$ cat src/hw/cwd_cfg.svh
/*
  constants for the can transceiver mode, wake and diagnostic block.
  assumes one 100 MHz clock and a synchronous active-low reset.
*/
// What this block does
// normal mode drives bus, reports receive
// receive-only disables driver, ignores transmit
// driver enables only after recessive transmit
// transmit high recessive, low dominant
// receive high recessive, low dominant
// three slew rates, fastest after reset
// controller keeps at least 40 kBaud
// sleep disables drivers, grounds inputs
// bus wake sets flag, pulses interrupt
// leaving sleep restores recessive lines
// software enables or disables bus wake
// pattern wake needs three valid pulses
// single-pulse mode wakes after 2 us
// valid pattern pulse exceeds 500 ns
// three pulses fit in 120 us
// ground shorts classified from ground comparators
// battery shorts classified from battery comparators
// five-volt shorts classified from rail comparators
// combine comparators with driver state, flag
// report fault after five consistent cycles
// transmit dominant timeout disables driver
// software clears flags, reselects normal mode
// window expiry discards counted wake pulses
// wake counters reset on sleep entry
`ifndef CWD_CFG_SVH
`define CWD_CFG_SVH
`define CWD_CLK_MHZ       100
`define CWD_PULSE_NS      500
`define CWD_PULSE_CYC     ((`CWD_PULSE_NS * `CWD_CLK_MHZ + 999) / 1000)
`define CWD_SINGLE_NS     2000
`define CWD_SINGLE_CYC    ((`CWD_SINGLE_NS * `CWD_CLK_MHZ + 999) / 1000)
`define CWD_WINDOW_US     120
`define CWD_WINDOW_CYC    (`CWD_WINDOW_US * `CWD_CLK_MHZ)
`define CWD_TDOUT_US      300
`define CWD_TDOUT_CYC     (`CWD_TDOUT_US * `CWD_CLK_MHZ)
`define CWD_WAKE_PULSES   3
`define CWD_FAULT_CYCLES  5
`define CWD_SLEW_RESET    2'h0
`define CWD_FIFO_DEPTH    16
`endif

$ cat src/hw/cwd_pkg.sv
/*
  types shared by the can transceiver block.
  assumes cwd_cfg.svh is compiled alongside.
*/
package cwd_pkg;
  // requested transceiver mode
  typedef enum logic [1:0] {
    CWD_MODE_SLEEP  = 2'h0,
    CWD_MODE_RXONLY = 2'h1,
    CWD_MODE_NORMAL = 2'h2
  } cwd_mode_t;
  // driver state machine, one-hot
  typedef enum logic [3:0] {
    CWD_DRV_OFF   = 4'h1,
    CWD_DRV_WAIT  = 4'h2,
    CWD_DRV_ON    = 4'h4,
    CWD_DRV_FAULT = 4'h8
  } cwd_drv_t;
  // classified bus fault
  typedef enum logic [2:0] {
    CWD_F_NONE = 3'h0,
    CWD_F_L_GND = 3'h1,
    CWD_F_H_GND = 3'h2,
    CWD_F_L_BAT = 3'h3,
    CWD_F_H_BAT = 3'h4,
    CWD_F_L_5V  = 3'h5,
    CWD_F_H_5V  = 3'h6
  } cwd_fault_t;
endpackage

$ cat src/hw/cwd_fifo.sv
/*
  small valid/ready fifo for received bus samples.
  assumes one clock and a synchronous active-low reset.
*/
`timescale 1ns/1ps
module cwd_fifo #(
  parameter int WIDTH = 1,
  parameter int DEPTH = 16
) (
  // clock and reset
  input  wire logic             i_clk,
  input  wire logic             i_rst_n,
  // write side
  input  wire logic             i_in_valid,
  input  wire logic [WIDTH-1:0] i_in_data,
  output logic                  o_in_ready,
  // read side
  output logic                  o_out_valid,
  output logic [WIDTH-1:0]      o_out_data,
  input  wire logic             i_out_ready
);
  localparam int AW = $clog2(DEPTH);
  // storage array
  logic [WIDTH-1:0] mem [DEPTH];
  // state
  typedef struct packed {
    logic [AW-1:0] wr;
    logic [AW-1:0] rd;
    logic [AW:0]   cnt;
  } cwd_fifo_st_t;
  cwd_fifo_st_t st;
  cwd_fifo_st_t next_st;
  logic push;
  logic pop;
  // handshakes
  always_comb begin
    push    = i_in_valid && (st.cnt != (AW+1)'(DEPTH));
    pop     = i_out_ready && (st.cnt != '0);
    next_st = st;
    if (push) begin
      next_st.wr = st.wr + 1'b1;
    end
    if (pop) begin
      next_st.rd = st.rd + 1'b1;
    end
    next_st.cnt = st.cnt + (AW+1)'(push) - (AW+1)'(pop);
  end
  // register state
  always_ff @(posedge i_clk) begin
    if (!i_rst_n) begin
      st <= '0;
    end else begin
      st <= next_st;
    end
  end
  // memory write
  always_ff @(posedge i_clk) begin
    if (push) begin
      mem[st.wr] <= i_in_data;
    end
  end
  assign o_in_ready  = (st.cnt != (AW+1)'(DEPTH));
  assign o_out_valid = (st.cnt != '0);
  assign o_out_data  = mem[st.rd];
endmodule // cwd_fifo

$ cat src/hw/cwd_top.sv
/*
  can transceiver mode control, bus wake detection and bus fault diagnosis.
  assumes comparator and receiver inputs synchronous to the 100 MHz clock.
*/
`timescale 1ns/1ps
`include "cwd_cfg.svh"
module cwd_top (
  // clock and reset
  input  wire logic       i_clk,
  input  wire logic       i_rst_n,
  // configuration
  input  wire logic [1:0] i_mode,
  input  wire logic [1:0] i_slew_sel,
  input  wire logic       i_slew_load,
  input  wire logic       i_wake_en,
  input  wire logic       i_wake_pulse_select,
  input  wire logic       i_low_power,
  input  wire logic       i_flag_clear,
  // controller side
  input  wire logic       i_txd,
  output logic            o_rxd,
  // analog front end
  input  wire logic       i_bus_dominant,
  input  wire logic       i_wake_dominant,
  input  wire logic       i_low_line_ground_comparator,
  input  wire logic       i_high_line_ground_comparator,
  input  wire logic       i_low_line_battery_comparator,
  input  wire logic       i_high_line_battery_comparator,
  input  wire logic       i_low_line_five_volt_comparator,
  input  wire logic       i_high_line_five_volt_comparator,
  output logic            o_drv_en,
  output logic            o_drv_dominant,
  output logic            o_rx_en,
  output logic            o_rin_to_gnd,
  output logic            o_split_en,
  output logic [1:0]      o_slew,
  // sample stream out
  output logic            o_smp_valid,
  output logic            o_smp_data,
  input  wire logic       i_smp_ready,
  // status
  output logic            o_wake_flag,
  output logic            o_wake_int,
  output logic            o_wake_device,
  output logic            o_txd_perm_flag,
  output logic [2:0]      o_fault,
  output logic            o_fault_flag
);
  localparam logic [15:0] PULSE_CYC  = 16'(`CWD_PULSE_CYC);
  localparam logic [15:0] SINGLE_CYC = 16'(`CWD_SINGLE_CYC);
  localparam logic [15:0] WIN_CYC    = 16'(`CWD_WINDOW_CYC);
  localparam logic [15:0] TDOUT_CYC  = 16'(`CWD_TDOUT_CYC);
  localparam logic [1:0]  NPULSE     = 2'(`CWD_WAKE_PULSES);
  localparam logic [2:0]  NFAULT     = 3'(`CWD_FAULT_CYCLES);

  // classify comparator readings by driver state
  function automatic cwd_pkg::cwd_fault_t classify(input logic dom, input logic lg, input logic hg,
      input logic lb, input logic hb, input logic l5, input logic h5);
    cwd_pkg::cwd_fault_t f;
    f = cwd_pkg::CWD_F_NONE;
    if (!dom) begin
      if (l5 && h5) begin
        f = cwd_pkg::CWD_F_H_5V;
      end else if (lb && hb) begin
        f = cwd_pkg::CWD_F_H_BAT;
      end else if (lb) begin
        f = cwd_pkg::CWD_F_L_BAT;
      end else if (!lg && !hg) begin
        f = cwd_pkg::CWD_F_L_GND;
      end
    end else begin
      if (l5 && h5) begin
        f = cwd_pkg::CWD_F_L_5V;
      end else if (h5) begin
        f = cwd_pkg::CWD_F_H_5V;
      end else if (lb && hb) begin
        f = cwd_pkg::CWD_F_L_BAT;
      end else if (hb) begin
        f = cwd_pkg::CWD_F_H_BAT;
      end else if (!hg) begin
        f = cwd_pkg::CWD_F_H_GND;
      end else if (!lg && hg) begin
        f = cwd_pkg::CWD_F_NONE;
      end
    end
    return f;
  endfunction

  // block state apart from the output registers and the sample fifo
  typedef struct packed {
    cwd_pkg::cwd_drv_t   drv;
    logic [1:0]          slew;
    logic                prev_mode_sleep;
    logic                prev_wake_dom;
    logic [15:0]         pulse_cnt;
    logic [15:0]         win_cnt;
    logic                win_open;
    logic [1:0]          npulse;
    logic [15:0]         dom_cnt;
    logic                txd_perm;
    logic                wake_flag;
    logic                wake_int;
    logic                wake_dev;
    logic                rxd;
    logic                drv_dom;
    logic                prev_dom;
    cwd_pkg::cwd_fault_t rec_fault;
    cwd_pkg::cwd_fault_t cand;
    logic [2:0]          cyc;
    cwd_pkg::cwd_fault_t fault;
    logic                fault_flag;
  } cwd_st_t;
  cwd_st_t st;
  cwd_st_t next_st;

  // sample fifo
  logic fifo_in_ready;
  logic fifo_out_valid;
  logic fifo_out_data;
  logic fifo_take;       // output register free or being taken
  cwd_fifo #(.WIDTH(1), .DEPTH(`CWD_FIFO_DEPTH)) u_fifo (
    .i_clk       (i_clk),
    .i_rst_n     (i_rst_n),
    .i_in_valid  (o_rx_en),
    .i_in_data   (st.rxd),
    .o_in_ready  (fifo_in_ready),
    .o_out_valid (fifo_out_valid),
    .o_out_data  (fifo_out_data),
    .i_out_ready (fifo_take)
  );
  // pop only into an empty or draining output register
  assign fifo_take = !o_smp_valid || i_smp_ready;

  logic                is_sleep;
  logic                is_normal;
  logic                wake_hit;
  logic                pulse_end;
  logic                fault_hit;  // fault report this cycle
  logic                tdout_hit;  // dominant timeout this cycle
  cwd_pkg::cwd_fault_t now_f;

  // next-state logic
  always_comb begin
    next_st   = st;
    is_sleep  = (i_mode == cwd_pkg::CWD_MODE_SLEEP);
    is_normal = (i_mode == cwd_pkg::CWD_MODE_NORMAL);
    wake_hit  = 1'b0;
    pulse_end = 1'b0;
    fault_hit = 1'b0;
    tdout_hit = 1'b0;
    now_f     = cwd_pkg::CWD_F_NONE;
    next_st.prev_mode_sleep = is_sleep;
    next_st.prev_wake_dom   = i_wake_dominant;
    next_st.wake_int        = 1'b0;
    // slew select, fastest from reset
    if (i_slew_load && i_slew_sel != 2'h3) begin
      next_st.slew = i_slew_sel;
    end
    // receive follows differential state
    next_st.rxd = is_sleep ? 1'b1 : !i_bus_dominant;
    // driver machine
    case (st.drv)
      cwd_pkg::CWD_DRV_OFF: begin
        if (is_normal) begin
          next_st.drv = cwd_pkg::CWD_DRV_WAIT;
        end
      end
      cwd_pkg::CWD_DRV_WAIT: begin
        // enable on recessive transmit only
        if (!is_normal) begin
          next_st.drv = cwd_pkg::CWD_DRV_OFF;
        end else if (i_txd) begin
          next_st.drv = cwd_pkg::CWD_DRV_ON;
        end
      end
      cwd_pkg::CWD_DRV_ON: begin
        // leaving normal drops the driver
        if (!is_normal) begin
          next_st.drv = cwd_pkg::CWD_DRV_OFF;
        end else if (!i_txd && st.dom_cnt >= TDOUT_CYC - 16'h0001) begin
          // dominant timeout releases bus
          next_st.drv      = cwd_pkg::CWD_DRV_FAULT;
          next_st.txd_perm = 1'b1;
          tdout_hit        = 1'b1;
        end
      end
      cwd_pkg::CWD_DRV_FAULT: begin
        // recover when software reselects normal
        if (!is_normal) begin
          next_st.drv = cwd_pkg::CWD_DRV_OFF;
        end
      end
      default: begin
        next_st.drv = cwd_pkg::CWD_DRV_OFF;
      end
    endcase
    // dominant length counter
    if (st.drv == cwd_pkg::CWD_DRV_ON && !i_txd) begin
      next_st.dom_cnt = st.dom_cnt + 16'h0001;
    end else begin
      next_st.dom_cnt = 16'h0000;
    end
    // low transmit drives dominant, R10 recessive otherwise
    next_st.drv_dom = (next_st.drv == cwd_pkg::CWD_DRV_ON) && !i_txd;
    // wake counters cleared on sleep entry
    if (!is_sleep || !st.prev_mode_sleep) begin
      next_st.pulse_cnt = 16'h0000;
      next_st.win_cnt   = 16'h0000;
      next_st.win_open  = 1'b0;
      next_st.npulse    = 2'h0;
    end else if (i_wake_en) begin
      // wake detection only when enabled
      if (i_wake_dominant) begin
        next_st.pulse_cnt = (st.pulse_cnt == 16'hFFFF) ? st.pulse_cnt : st.pulse_cnt + 16'h0001;
      end else begin
        next_st.pulse_cnt = 16'h0000;
      end
      pulse_end = st.prev_wake_dom && !i_wake_dominant;
      if (i_wake_pulse_select) begin
        // single long pulse
        wake_hit = i_wake_dominant && (st.pulse_cnt == SINGLE_CYC - 16'h0001);
      end else begin
        // window runs from first valid pulse
        if (st.win_open) begin
          next_st.win_cnt = st.win_cnt + 16'h0001;
        end
        // expiry discards counted pulses
        if (st.win_open && st.win_cnt >= WIN_CYC - 16'h0001) begin
          next_st.win_open = 1'b0;
          next_st.win_cnt  = 16'h0000;
          next_st.npulse   = 2'h0;
        end else if (pulse_end && st.pulse_cnt > PULSE_CYC) begin
          // only pulses above 500 ns count
          // third valid pulse wakes
          if (st.npulse == NPULSE - 2'h1) begin
            wake_hit         = 1'b1;
            next_st.npulse   = 2'h0;
            next_st.win_open = 1'b0;
            next_st.win_cnt  = 16'h0000;
          end else begin
            next_st.npulse   = st.npulse + 2'h1;
            next_st.win_open = 1'b1;
          end
        end
      end
    end
    // flag, interrupt pulse, device wake
    if (wake_hit) begin
      next_st.wake_flag = 1'b1;
      next_st.wake_int  = 1'b1;
      next_st.wake_dev  = i_low_power;
    end else if (i_flag_clear) begin
      next_st.wake_flag = 1'b0;
      next_st.wake_dev  = 1'b0;
    end
    // set wins over a clear in the same cycle
    if (i_flag_clear && !tdout_hit) begin
      next_st.txd_perm = 1'b0;
    end
    // R17: R18: R19: classify per driver state
    now_f = classify(st.drv_dom, i_low_line_ground_comparator, i_high_line_ground_comparator,
                     i_low_line_battery_comparator, i_high_line_battery_comparator,
                     i_low_line_five_volt_comparator, i_high_line_five_volt_comparator);
    next_st.prev_dom = st.drv_dom;
    if (st.drv == cwd_pkg::CWD_DRV_ON) begin
      if (!st.drv_dom) begin
        next_st.rec_fault = now_f;
      end
      // five matching recessive-dominant cycles
      if (st.drv_dom && !st.prev_dom) begin
        if (st.rec_fault != cwd_pkg::CWD_F_NONE && now_f == cwd_pkg::CWD_F_NONE) begin
          now_f = st.rec_fault;
        end
        if (now_f == cwd_pkg::CWD_F_NONE || now_f != st.cand) begin
          next_st.cand = now_f;
          next_st.cyc  = (now_f == cwd_pkg::CWD_F_NONE) ? 3'h0 : 3'h1;
        end else if (st.cyc < NFAULT) begin
          next_st.cyc = st.cyc + 3'h1;
        end
        if (now_f != cwd_pkg::CWD_F_NONE && now_f == st.cand && st.cyc == NFAULT - 3'h1) begin
          next_st.fault      = now_f;
          next_st.fault_flag = 1'b1;
          fault_hit          = 1'b1;
        end
      end
    end
    // a new report wins over a clear
    if (i_flag_clear && !fault_hit) begin
      next_st.fault_flag = 1'b0;
      next_st.fault      = cwd_pkg::CWD_F_NONE;
    end
  end

  // state register
  always_ff @(posedge i_clk) begin
    if (!i_rst_n) begin
      st      <= '0;
      st.drv  <= cwd_pkg::CWD_DRV_OFF;
      st.slew <= `CWD_SLEW_RESET;
      st.rxd  <= 1'b1;
    end else begin
      st <= next_st;
    end
  end

  // output registers
  always_ff @(posedge i_clk) begin
    if (!i_rst_n) begin
      o_drv_en       <= 1'b0;
      o_drv_dominant <= 1'b0;
      o_rx_en        <= 1'b0;
      o_rin_to_gnd   <= 1'b1;
      o_split_en     <= 1'b0;
      o_smp_valid    <= 1'b0;
      o_smp_data     <= 1'b1;
    end else begin
      // driver and receiver in normal
      o_drv_en       <= (next_st.drv == cwd_pkg::CWD_DRV_ON);
      o_drv_dominant <= next_st.drv_dom;
      // sleep grounds inputs, split off
      o_rx_en        <= (i_mode != cwd_pkg::CWD_MODE_SLEEP);
      o_rin_to_gnd   <= (i_mode == cwd_pkg::CWD_MODE_SLEEP);
      o_split_en     <= (i_mode != cwd_pkg::CWD_MODE_SLEEP);
      // hold a shown sample until it is taken
      if (fifo_take) begin
        o_smp_valid  <= fifo_out_valid;
        o_smp_data   <= fifo_out_data;
      end
    end
  end
  assign o_rxd           = st.rxd;
  assign o_slew          = st.slew;
  assign o_wake_flag     = st.wake_flag;
  assign o_wake_int      = st.wake_int;
  assign o_wake_device   = st.wake_dev;
  assign o_txd_perm_flag = st.txd_perm;
  assign o_fault         = st.fault;
  assign o_fault_flag    = st.fault_flag;

  // assertions
  AST_DRV_NORMAL: assert property (@(posedge i_clk) disable iff (!i_rst_n)
    o_drv_en |-> $past(i_mode) == cwd_pkg::CWD_MODE_NORMAL) else $error("driver on outside normal");
  AST_DRV_RECESSIVE_START: assert property (@(posedge i_clk) disable iff (!i_rst_n)
    (st.drv == cwd_pkg::CWD_DRV_WAIT && !i_txd) |=> st.drv != cwd_pkg::CWD_DRV_ON) else $error("enabled on dominant");
  AST_TX_FOLLOW: assert property (@(posedge i_clk) disable iff (!i_rst_n)
    (next_st.drv == cwd_pkg::CWD_DRV_ON && !i_txd) |=> o_drv_dominant) else $error("dominant not driven");
  AST_RXD: assert property (@(posedge i_clk) disable iff (!i_rst_n)
    (i_mode != cwd_pkg::CWD_MODE_SLEEP && i_bus_dominant) |=> !o_rxd) else $error("rxd not low");
  AST_SLEEP_OFF: assert property (@(posedge i_clk) disable iff (!i_rst_n)
    (i_mode == cwd_pkg::CWD_MODE_SLEEP) |=> (!o_drv_en && o_rin_to_gnd && !o_split_en)) else $error("sleep drive");
  AST_WAKE_INT: assert property (@(posedge i_clk) disable iff (!i_rst_n)
    $rose(o_wake_int) |-> o_wake_flag) else $error("int without flag");
  AST_WAKE_DIS: assert property (@(posedge i_clk) disable iff (!i_rst_n)
    !i_wake_en |=> !o_wake_int) else $error("wake while disabled");
  AST_TDOUT: assert property (@(posedge i_clk) disable iff (!i_rst_n)
    (st.dom_cnt == TDOUT_CYC - 16'h0001 && !i_txd && i_mode == cwd_pkg::CWD_MODE_NORMAL) |=> o_txd_perm_flag)
    else $error("timeout missed");
  AST_FAULT_COUNT: assert property (@(posedge i_clk) disable iff (!i_rst_n)
    $rose(o_fault_flag) |-> $past(st.cyc) == NFAULT - 3'h1) else $error("fault early");
  COV_WAKE: cover property (@(posedge i_clk) o_wake_int);
  COV_FAULT: cover property (@(posedge i_clk) o_fault_flag);
  COV_TDOUT: cover property (@(posedge i_clk) $rose(o_txd_perm_flag));
endmodule // cwd_top
$ cat config.mk
export PLATFORM = sky130hd
export DESIGN_NAME = cwd_top
export DESIGN_NICKNAME = d
export VERILOG_FILES = /design/src/hw/cwd_pkg.sv /design/src/hw/cwd_fifo.sv /design/src/hw/cwd_top.sv
export VERILOG_INCLUDE_DIRS = /design/src /design/src/hw
export SDC_FILE = /design/constraint.sdc
export NUM_CORES = 1
export LEC_CHECK = 0
export CAP_MARGIN = 30
export CELL_PAD_IN_SITES_DETAIL_PLACEMENT = 1
export CELL_PAD_IN_SITES_GLOBAL_PLACEMENT = 2
export CORE_MARGIN = 5
export CORE_UTILIZATION = 39
export CTS_CLUSTER_DIAMETER = 100
export CTS_CLUSTER_SIZE = 12
export DETAILED_ROUTE_END_ITERATION = 8
export DONT_BUFFER_PORTS = 1
export PLACE_DENSITY_LB_ADDON = 0.3
export SYNTH_ARGS = -nofsm -noshare
export SYNTH_HDL_FRONTEND = slang
export SYNTH_SLANG_ARGS = --single-unit
$ cat constraint.sdc
create_clock -name i_clk -period 4.07 [get_ports i_clk]
set_input_delay 0.407 -clock i_clk [delete_from_list [all_inputs] [get_ports i_clk]]
set_output_delay 0.407 -clock i_clk [all_outputs]
set_load 0.02 [all_outputs]
==> results of run 1 <==
==> cell type report <==
cell class | instances | area [µm²]
clock buffers | 22 | 474
clock inverters | 10 | 130
fillers | 1582 | 7640
inverters | 30 | 113
multi-input cells | 427 | 2800
flip-flops and latches | 113 | 2420
well taps | 180 | 225
repair buffers | 3 | 22.5
==> logic make-up after synthesis <==
kind of cell               Yosys count
buffers and inverters               52
and+or+nand+nor                    258
adders and majority gates           18
xor gates and xnor gates            42
AOI/OAI and AO/OA                   95
DFF                                113
muxes                               14
==> power by group through the flow <==
stage / clock network, mW / registers, mW / logic [mW]
after floorplan: 0 / 1.25 / 0.332
after global placement: 0 / 1.28 / 0.370
after detailed placement: 0 / 1.29 / 0.395
after CTS: 1.55 / 1.26 / 0.401
after global routing: 1.61 / 1.27 / 0.452
final: 1.52 / 1.26 / 0.388
==> cell usage in the layout, fill, tap and decap left out, types with 5 or more instances in the layout <==
| cell type | n |
|---|---|
| a21oi_1 | 21 |
| a31oi_1 | 12 |
| and2_1 | 12 |
| and3_1 | 14 |
| clkbuf_16 | 17 |
| dfxtp_1 | 97 |
| edfxtp_1 | 16 |
| ha_1 | 17 |
| inv_1 | 30 |
| mux2i_1 | 8 |
| mux4_2 | 5 |
| nand2_1 | 38 |
| nand2b_1 | 15 |
| nand3_1 | 26 |
| nand3b_1 | 5 |
| nand4_1 | 11 |
| nor2_1 | 93 |
| nor3_1 | 13 |
| o21ai_0 | 16 |
| or3_1 | 7 |
| xnor2_1 | 15 |
| xor2_1 | 26 |
==> worst max-delay path: stages (launching register included) <==
cell and delay, ns:
dfxtp_1 0.80, xnor2_1 0.20, nor2_1 0.11, a311oi_4 0.51, and3_1 0.31, o311ai_4 0.15
nor3_4 0.30, mux2_4 0.32
==> how the worst min path moves through the flow <==
stage	from	to	slack (ns)	cells past startpoint
after global routing	i_mode[0]	st[72]	0.04	1
after floorplan	st[20]	st[20]	0.43	1
final	i_bus_dominant	o_rxd	0.05	1
after CTS	i_bus_dominant	o_rxd	0.03	1
after global placement	st[20]	st[20]	0.44	1
after detailed placement	st[20]	st[20]	0.46	1
==> metal layers <==
layer | wire, µm | global-route usage, % | vias up
met1 | 5530 | 18.1 | 2000
met5 | 0 | 0 | -
li1 | - | - | 2086
met2 | 6190 | 27.6 | 39
met4 | 183 | 5.74 | 0
met3 | 401 | 5.13 | 15
==> through the flow <==
stage	instances	util, %	worst slack (ns)
detailed placement	753	40.4	1.26
global route	785	44.7	1.06
finish	785	44.7	1.25
floorplan	592	-	1.63
CTS	785	44.7	1.24
global placement	752	40.3	1.34
==> sequential cells by signal, indices dropped and copies added (netlist names) <==
name             count
o_slew               2
o_drv_en             1
o_smp_valid          1
o_smp_data           1
o_fault_flag         1
o_txd_perm_flag      1
o_wake_flag          1
o_wake_int           1
o_wake_device        1
o_rxd                1
o_rin_to_gnd         1
o_drv_dominant       1
o_split_en           1
o_fault              3
u_fifo.st           13
u_fifo.mem          16
st                  67
==> results.yml, run 1 <==
floorplanning:
  top_level_ports: 39
  die_h_um: 128
  core-area_um2: 13800
  die-area_um2: 16500
  die_w_um: 128
  start_util_pct: 39.5
  rows: 43
timing:
  drv_slew: 0
  fin_tns_setup_ns: 0
  hold_ws_ns: 0.0542
  fin_skew_ns: 0.00732
  slew_headroom_pct: 47.6
  worst_pin_slew_ns: 0.775
  min_period_ns: 2.82
  max_freq_mhz: 355
  finalCritPeriodShare_pct: 69.3
  setup_viol: 0
  grt_setup_unrepaired: "false"
  finalHoldViolations: 0
synth:
  synth_common_cells: "dfxtp_1 (97), nor2_1 (93), nand2_1 (38)"
  yosys-mux-area-fraction_pct: 3.81
  synth_edf_count: 16
  syn_nets: 631
  synthFlopType: "dfxtp_1"
  synth_seq_cells: 113
  yosysUniqueCellTypes: 68
  synthArstFlopShare_pct: 0
  synth_area_leaders: "dfxtp_1 (36%), edfxtp_1 (8.8%), nor2_1 (6.4%)"
  synth_top_family_by_area: "simple AND/OR/NAND/NOR gates"
  synth_area_um2: 5460
  ys_warn_count: 0
  synthCells: 592
  synth_seq_area_share_pct: 44.4
  synth-simple-area-share_pct: 23.6
  synth.most_common_cell: "dfxtp_1"
  yosys.area.top_type: "dfxtp_1"
  synth_top_area_share_pct: 35.6
  synthAdderAreaFrac_pct: 4.27
  syn-mean-instance-area_um2: 9.22
  synth_xor_area_share_pct: 6.88
  synth_compound_gate_area_share_pct: 12.7
power_and_ir_drop:
  clkPwrFrac_pct: 47.9
  pwr-share-seq_pct: 39.8
  power_switching_uw: 793
  combPwrFrac_pct: 12.2
  p_leak_nw: 2.20
  p_sw_share_pct: 25.0
  max-vdd-ir-drop_uv: 310
  power.density_nw_per_um2: 512
  p_int_mw: 2.38
  total_power_mw: 3.17
global_route:
  overflow: 0
  antenna_found_initial: 0
  track_usage_pct: 15.9
  grt_pass1_wl_um: 21000
  grt_pass1_vias: 4514
  grt_start_max_net_pins: 23
setup_path:
  r2r-start: "o_drv_dominant"
  rrSetupSlack_ns: 1.25
  worstRegToRegCells: 7
  worstSetupStartpointType: "flip-flop"
  end_kind: "flip-flop"
  path_class: "reg2reg"
  crit_end: "o_fault[2]"
  cp-startpoint: "o_drv_dominant"
  worst_r2r_endpoint: "o_fault[2]"
  crit_arrival_ns: 3.13
  cp_max_fo: 14
  critPathRequiredTime_ns: 4.37
layout:
  fin_nets: 631
  design_area_um2: 6190
  area_growth_pct: 13.4
  n_antenna_cell: 0
  drive_gt1_share_pct: 8.26
route:
  drc: 0
  routed_wl_um: 12300
  dr.pass1.iters: 4
  first_iter_violations: 214
  drt-wirelength-per-cell_um: 15.7
  via_count: 4140
  viasPerCell: 5.27
  ant_nets: 0
clock_network:
  htreeDepth: 4
  cts_hold_buf: 0
  root_buffer: "clkbuf_16"
  cts_tree: "yes"
  cts_resized: 0
  cts_made_buffers: 17
  clk_pin_slew_ns: 0.05
  cts_setup_buffers: 0
  clockBufferDepth: 2
  clk_latency_ns: 0.42
  cts_sinks: 113
run_status:
  outcome: "completed"
placement:
  hpwlAfterDp_um: 8890
  io_buffers: 0
  placed_area_um2: 5580
  gp_congestion: 0.821
hold_path:
  hold_path.class: "in2reg"
flow_run:
  max_cap_viol_count: 0
No activity file was read; power rests on OpenSTA's default activity.
==> run 2, diff against run 1 <==
- CORE_UTILIZATION: 39 -> 36
- clock period: 4.07 -> 2.4 ns (I/O delays scaled with it)
==> run 2 against run 1 <==
Effect of this change:
- via count is 3.8% higher
- critical path type unchanged
- flip-flop and latch count stayed put
- die area is 7.7% higher
==> results.yml, run 2 (synthesized netlist as in run 1, its figures left out) <==
placement:
  io_buffers: 0
  gp_congestion: 0.843
  place_inst: 775
  placed_area_um2: 5720
  hpwlAfterDp_um: 9030
setup_path:
  crit_end: "u_fifo.st[4]"
  cp_max_fo: 2
  worstPathCellList: "inv_2 > ha_4 > nor4b_4 > a21oi_2 > ha_1 > inv_1 > ha_2 > inv_2 > fa_2 > inv_1 > a21oi_2 > nor2_1 > or3_1 > a21oi_2"
  cp-startpoint: "u_fifo.st[3]"
  crit_slowest_cell: "or3_1"
  critPathRequiredTime_ns: 2.74
  path_class: "reg2reg"
  worst_r2r_endpoint: "u_fifo.st[4]"
  crit_arrival_ns: 2.66
  rrSetupSlack_ns: 0.09
  crit_top_cell: "a21oi_2"
  r2r-start: "u_fifo.st[3]"
  worstSetupStartpointType: "flip-flop"
  worstRegToRegCells: 14
  end_kind: "flip-flop"
  cpPeakStageDelay_ns: 0.35
floorplanning:
  core-area_um2: 15000
  die-area_um2: 17700
  start_util_pct: 36.3
  top_level_ports: 39
  die_h_um: 133
  die_w_um: 133
  rows: 45
timing:
  fin_tns_setup_ns: 0
  grt_setup_unrepaired: "true"
  finalCritPeriodShare_pct: 96.5
  min_period_ns: 2.31
  setup_viol: 0
  slew_headroom_pct: 54.6
  hold_ws_ns: 0.00862
  worst_pin_slew_ns: 0.681
  max_freq_mhz: 432
  drv_slew: 0
  fin_skew_ns: 0.00953
  finalHoldViolations: 0
route:
  dr.pass1.iters: 4
  routed_wl_um: 12900
  drt-wirelength-per-cell_um: 15.8
  first_iter_violations: 159
  drc: 0
  viasPerCell: 5.26
  ant_nets: 0
  via_count: 4296
layout:
  design_area_um2: 6480
  area_growth_pct: 18.8
  stdcell_count: 817
  top_regs: "st (67), u_fifo.mem (16), u_fifo.st (13)"
  layout_common_cells: "dfxtp_1 (96), nor2_1 (93), nand2_1 (38)"
  n_antenna_cell: 0
  final.fill_count: 1700
  largest_reg_flops: 67
  final_common_cell: "dfxtp_1"
  drive_gt1_share_pct: 12.4
  largest_register: "st"
  post-route-util_pct: 43.1
  fin_nets: 656
global_route:
  grt_pass1_wl_um: 21900
  grt_pass1_vias: 4566
  antenna_found_initial: 0
  track_usage_pct: 15.2
  overflow: 0
  grt_start_max_net_pins: 20
hold_path:
  hold_path.class: "in2reg"
power_and_ir_drop:
  max-vdd-ir-drop_uv: 487
  power.density_nw_per_um2: 838
  p_leak_nw: 2.33
clock_network:
  htreeDepth: 4
  cts_tree: "yes"
  root_buffer: "clkbuf_16"
  clk_latency_ns: 0.41
  clockBufferDepth: 2
  clk_pin_slew_ns: 0.05
  cts_sinks: 113
  cts_made_buffers: 17
flow_run:
  max_cap_viol_count: 0
run_status:
  outcome: "completed"
[run 2: cell types whose count changed in the layout (fill, tap and decap cells not counted), moves of 4 or more]
cell,previous run,this run
buf_4,3,17
dlygate4sd3_1,0,9
a21oi_2,0,4
a21oi_1,21,17
clkbuf_8,3,8
[run 2: layer usage]
metal,track usage (%),wire length (µm)
met3,4.31,396
met5,0,0
met1,17.1,5680
met4,5.77,256
met2,27.1,6550
[run 2: metrics by stage]
step / power, mW / setup WS, ns
finish: 5.43 / 0.0852
global route: 5.72 / -0.0713
CTS: 5.46 / 0.000458
detailed placement: 2.90 / -0.0500
global placement: 2.87 / 0.0366
floorplan: 2.70 / 0.0831
[run 2: worst min path at each step]
stage | start | slack [ns] | to | cells past startpoint
after global placement | i_bus_dominant | 0.30 | o_rxd | 1
after floorplan | i_bus_dominant | 0.30 | o_rxd | 1
after detailed placement | i_bus_dominant | 0.31 | o_rxd | 1
after CTS | i_txd | 0.001 | st[77] | 2
final | i_txd | 0.009 | o_drv_en | 2
after global routing | i_txd | 0.006 | st[77] | 2
[run 2: layout make-up]
class,count,area [µm²],area share [%]
Timing Repair Buffer,28,249,3.84
Clock buffer,27,543,8.38
Clock inverter,4,45.0,0.695
Inverter,30,113,1.74
Tap cell,188,235,3.63
Sequential cell,113,2420,37.4
Multi-Input combinational cell,427,2870,44.3
[run 2: critical path: cells and delay by family, from the launching register on]
kind / cells / cell delay, ns
adders and majority gates: 4 / 0.78
and+or+nand+nor: 3 / 0.63
DFF: 1 / 0.32
AOI/OAI and AO/OA: 3 / 0.28
buffers and inverters: 4 / 0.23
[run 2: repair_timing]
action / in CTS / in global routing
endpoints found under the setup margin: 1 / 15
hold buffers: 9 / 0
pin swaps: 1 / 3
cloned: 0 / 0
resized for setup: 5 / 11
buffers inserted: 1 / 1
hold endpoints to repair: 16 / 0
[run 2: power breakdown]
| part | switching (mW) | internal, mW |
|---|---|---|
| logic | 0.397 | 0.443 |
| clock network | 0.828 | 1.63 |
| registers | 0.126 | 2.01 |
==> run 3, diff against run 2 <==
- ABC_AREA: not set -> 1
- CORE_UTILIZATION: 36 -> 34
==> run 3 against run 2 <==
Effect of this change:
- worst hold slack improved by 0.029 ns
- cell count increased by 23%
- register-to-register slack improved by 0.06 ns
- combinational power increased by 1%
- clock power decreased by 7%
- routed wire length increased by 7.8%
- total power decreased by 2.9%
- flip-flop and latch count unchanged
- non-clock buffer count decreased by 4
- clock skew increased by 0.00086 ns
- via count increased by 14%
- sequential power about the same
- largest power group unchanged
==> results.yml, run 3 <==
timing:
  finalCritPeriodShare_pct: 93.8
  hold_ws_ns: 0.0377
  fin_skew_ns: 0.0104
  finalHoldViolations: 0
  drv_slew: 0
  worst_pin_slew_ns: 0.711
  min_period_ns: 2.25
  setup_viol: 0
  slew_headroom_pct: 52.6
  max_freq_mhz: 444
  setup_slack_ns: 0.148
setup_path:
  worstSetupStartpointType: "flip-flop"
  crit_family: "adder cells"
  path_class: "reg2reg"
  critPathRequiredTime_ns: 2.69
  rrSetupSlack_ns: 0.15
  critPathBufInv: 4
  crit_slowest_cell: "fa_2"
  cpPeakStageDelay_ns: 0.38
  end_kind: "flip-flop"
  cp_max_fo: 3
  worstPathCellList: "inv_2 > ha_4 > nand4_1 > nand2_1 > inv_1 > ha_1 > inv_1 > ha_2 > inv_2 > fa_2 > o21ai_2 > a21oi_2 > o21ai_1 > a21oi_1"
  crit_arrival_ns: 2.54
synth:
  syn_nets: 784
  synthArstFlopShare_pct: 0
  synth.most_common_cell: "nand2_1"
  synth_area_leaders: "dfxtp_1 (34%), nand2_1 (8.9%), edfxtp_1 (8.4%)"
  synthCells: 745
  synth_seq_cells: 113
  yosysUniqueCellTypes: 57
  ys_warn_count: 0
  synth_top_area_share_pct: 34.0
  synth_edf_count: 16
  synthFlopType: "dfxtp_1"
  yosys.area.top_type: "dfxtp_1"
  synth_seq_area_share_pct: 42.4
  synth_common_cells: "nand2_1 (135), nor2_1 (99), dfxtp_1 (97)"
  synth_area_um2: 5720
  syn-mean-instance-area_um2: 7.67
route:
  viasPerCell: 4.86
  routed_wl_um: 13900
  drt-wirelength-per-cell_um: 13.9
  via_count: 4876
  drc: 0
  ant_nets: 0
  dr.pass1.iters: 6
  first_iter_violations: 151
layout:
  layout_common_cells: "nand2_1 (135), nor2_1 (99), dfxtp_1 (95)"
  final_common_cell: "nand2_1"
  largest_register: "st"
  post-route-util_pct: 40.3
  top_regs: "st (67), u_fifo.mem (16), u_fifo.st (13)"
  final.fill_count: 2020
  fin_nets: 809
  n_antenna_cell: 0
  drive_gt1_share_pct: 13.0
  area_growth_pct: 16.5
  largest_reg_flops: 67
floorplanning:
  core-area_um2: 16500
  die_h_um: 140
  top_level_ports: 39
  die_w_um: 140
  rows: 47
  die-area_um2: 19500
  start_util_pct: 34.6
placement:
  gp_congestion: 0.795
  hpwlAfterDp_um: 10100
  preCtsSetupSlack_ns: -0.0278
  io_buffers: 0
global_route:
  grt_start_max_net_pins: 27
  use_met1_pct: 16.9
  use_met2_pct: 26.0
  track_usage_pct: 14.8
  grt_pass1_wl_um: 23900
  overflow: 0
  top_usage_layer: "met2"
  antenna_found_initial: 0
  use_met3_pct: 4.25
  grt_pass1_vias: 5178
power_and_ir_drop:
  max-vdd-ir-drop_uv: 492
  power.density_nw_per_um2: 792
  total_power_mw: 5.28
  p_leak_nw: 2.55
clock_network:
  cts_made_buffers: 17
  clockBufferDepth: 2
  cts_sinks: 113
  clk_latency_ns: 0.41
  root_buffer: "clkbuf_16"
  htreeDepth: 4
  cts_tree: "yes"
  clk_pin_slew_ns: 0.05
hold_path:
  hold_path.class: "in2reg"
flow_run:
  max_cap_viol_count: 0
run_status:
  outcome: "completed"
## run 3: cell types whose count changed after synthesis, moves of 12 or more
cell      delta
nand2_1     +97
inv_1       +66
a21oi_1     +37
o21ai_0     +22
xor2_1      -16
nand2b_1    -15
and3_1      -12
xnor2_1     -12
## run 3: timing repair
| item | in CTS | in global routing |
|---|---|---|
| pin swaps | 0 | 6 |
| setup buffers | 0 | 2 |
| setup endpoints to repair | 1 | 4 |
| hold buffers | 10 | 0 |
| endpoints found under the hold margin | 31 | 0 |
| gates resized for setup | 2 | 13 |
## run 3: layer usage
layer,vias to the layer above,wire length (µm)
met5,-,0
met4,0,224
met3,21,494
met2,48,7040
met1,2314,6140
li1,2493,-
## run 3: path summary, 6_finish.rpt
check / startpoint / end / depth (start not counted)
setup / recovery: u_fifo.st[3] / u_fifo.st[4] / 14
hold / removal: i_flag_clear / o_wake_flag / 3
setup reg to reg: u_fifo.st[3] / u_fifo.st[4] / 14
hold reg to reg: st[20] / st[20] / 1
## run 3: cell type report
class                   instances  area, µm²  area share (%)
multi-input cells             508       2800            42.1
flip-flops and latches        113       2420            36.4
clock buffers                  27        513            7.70
inverters                     106        402            6.03
well taps                     220        275            4.13
repair buffers                 24        213            3.19
clock inverters                 5       30.0           0.451
## run 3: where the power goes
part           switching (mW)  leakage, nW  total (mW)  internal [mW]
combinational           0.486         1.36       0.851          0.365
sequential              0.116        0.928        2.13           2.01
clock                   0.847        0.263        2.30           1.45
## run 3: logic make-up (layout without fill, tap and decap cells)
group,count (synthesis),count (layout),share of synthesized area [%]
AOI/OAI and AO/OA,134,134,13.5
xor gates and xnor gates,13,13,1.99
adders and majority gates,18,18,4.07
buffers and inverters,124,162,9.24
DFF,113,113,42.4
muxes,3,3,0.547
and+or+nand+nor,340,340,28.3
## run 3: stage by stage
step | area (µm²) | instances | TNS (ns)
6_report | 6660 | 1003 | 0
5_1_grt | 6660 | 1003 | -0.0192
4_1_cts | 6590 | 1000 | 0
3_5_place_dp | 5950 | 958 | -0.0278
3_3_place_gp | 5950 | 958 | 0
2_1_floorplan | 5720 | 745 | 0
## run 3: worst reg2reg max path, cell delays in order, from the launching register on
cell,delay [ns]
dfxtp_2,0.33
inv_2,0.08
ha_4,0.13
nand4_1,0.09
nand2_1,0.09
inv_1,0.06
ha_1,0.26
inv_1,0.06
ha_2,0.19
inv_2,0.05
fa_2,0.38
o21ai_2,0.14
a21oi_2,0.08
o21ai_1,0.13
a21oi_1,0.05
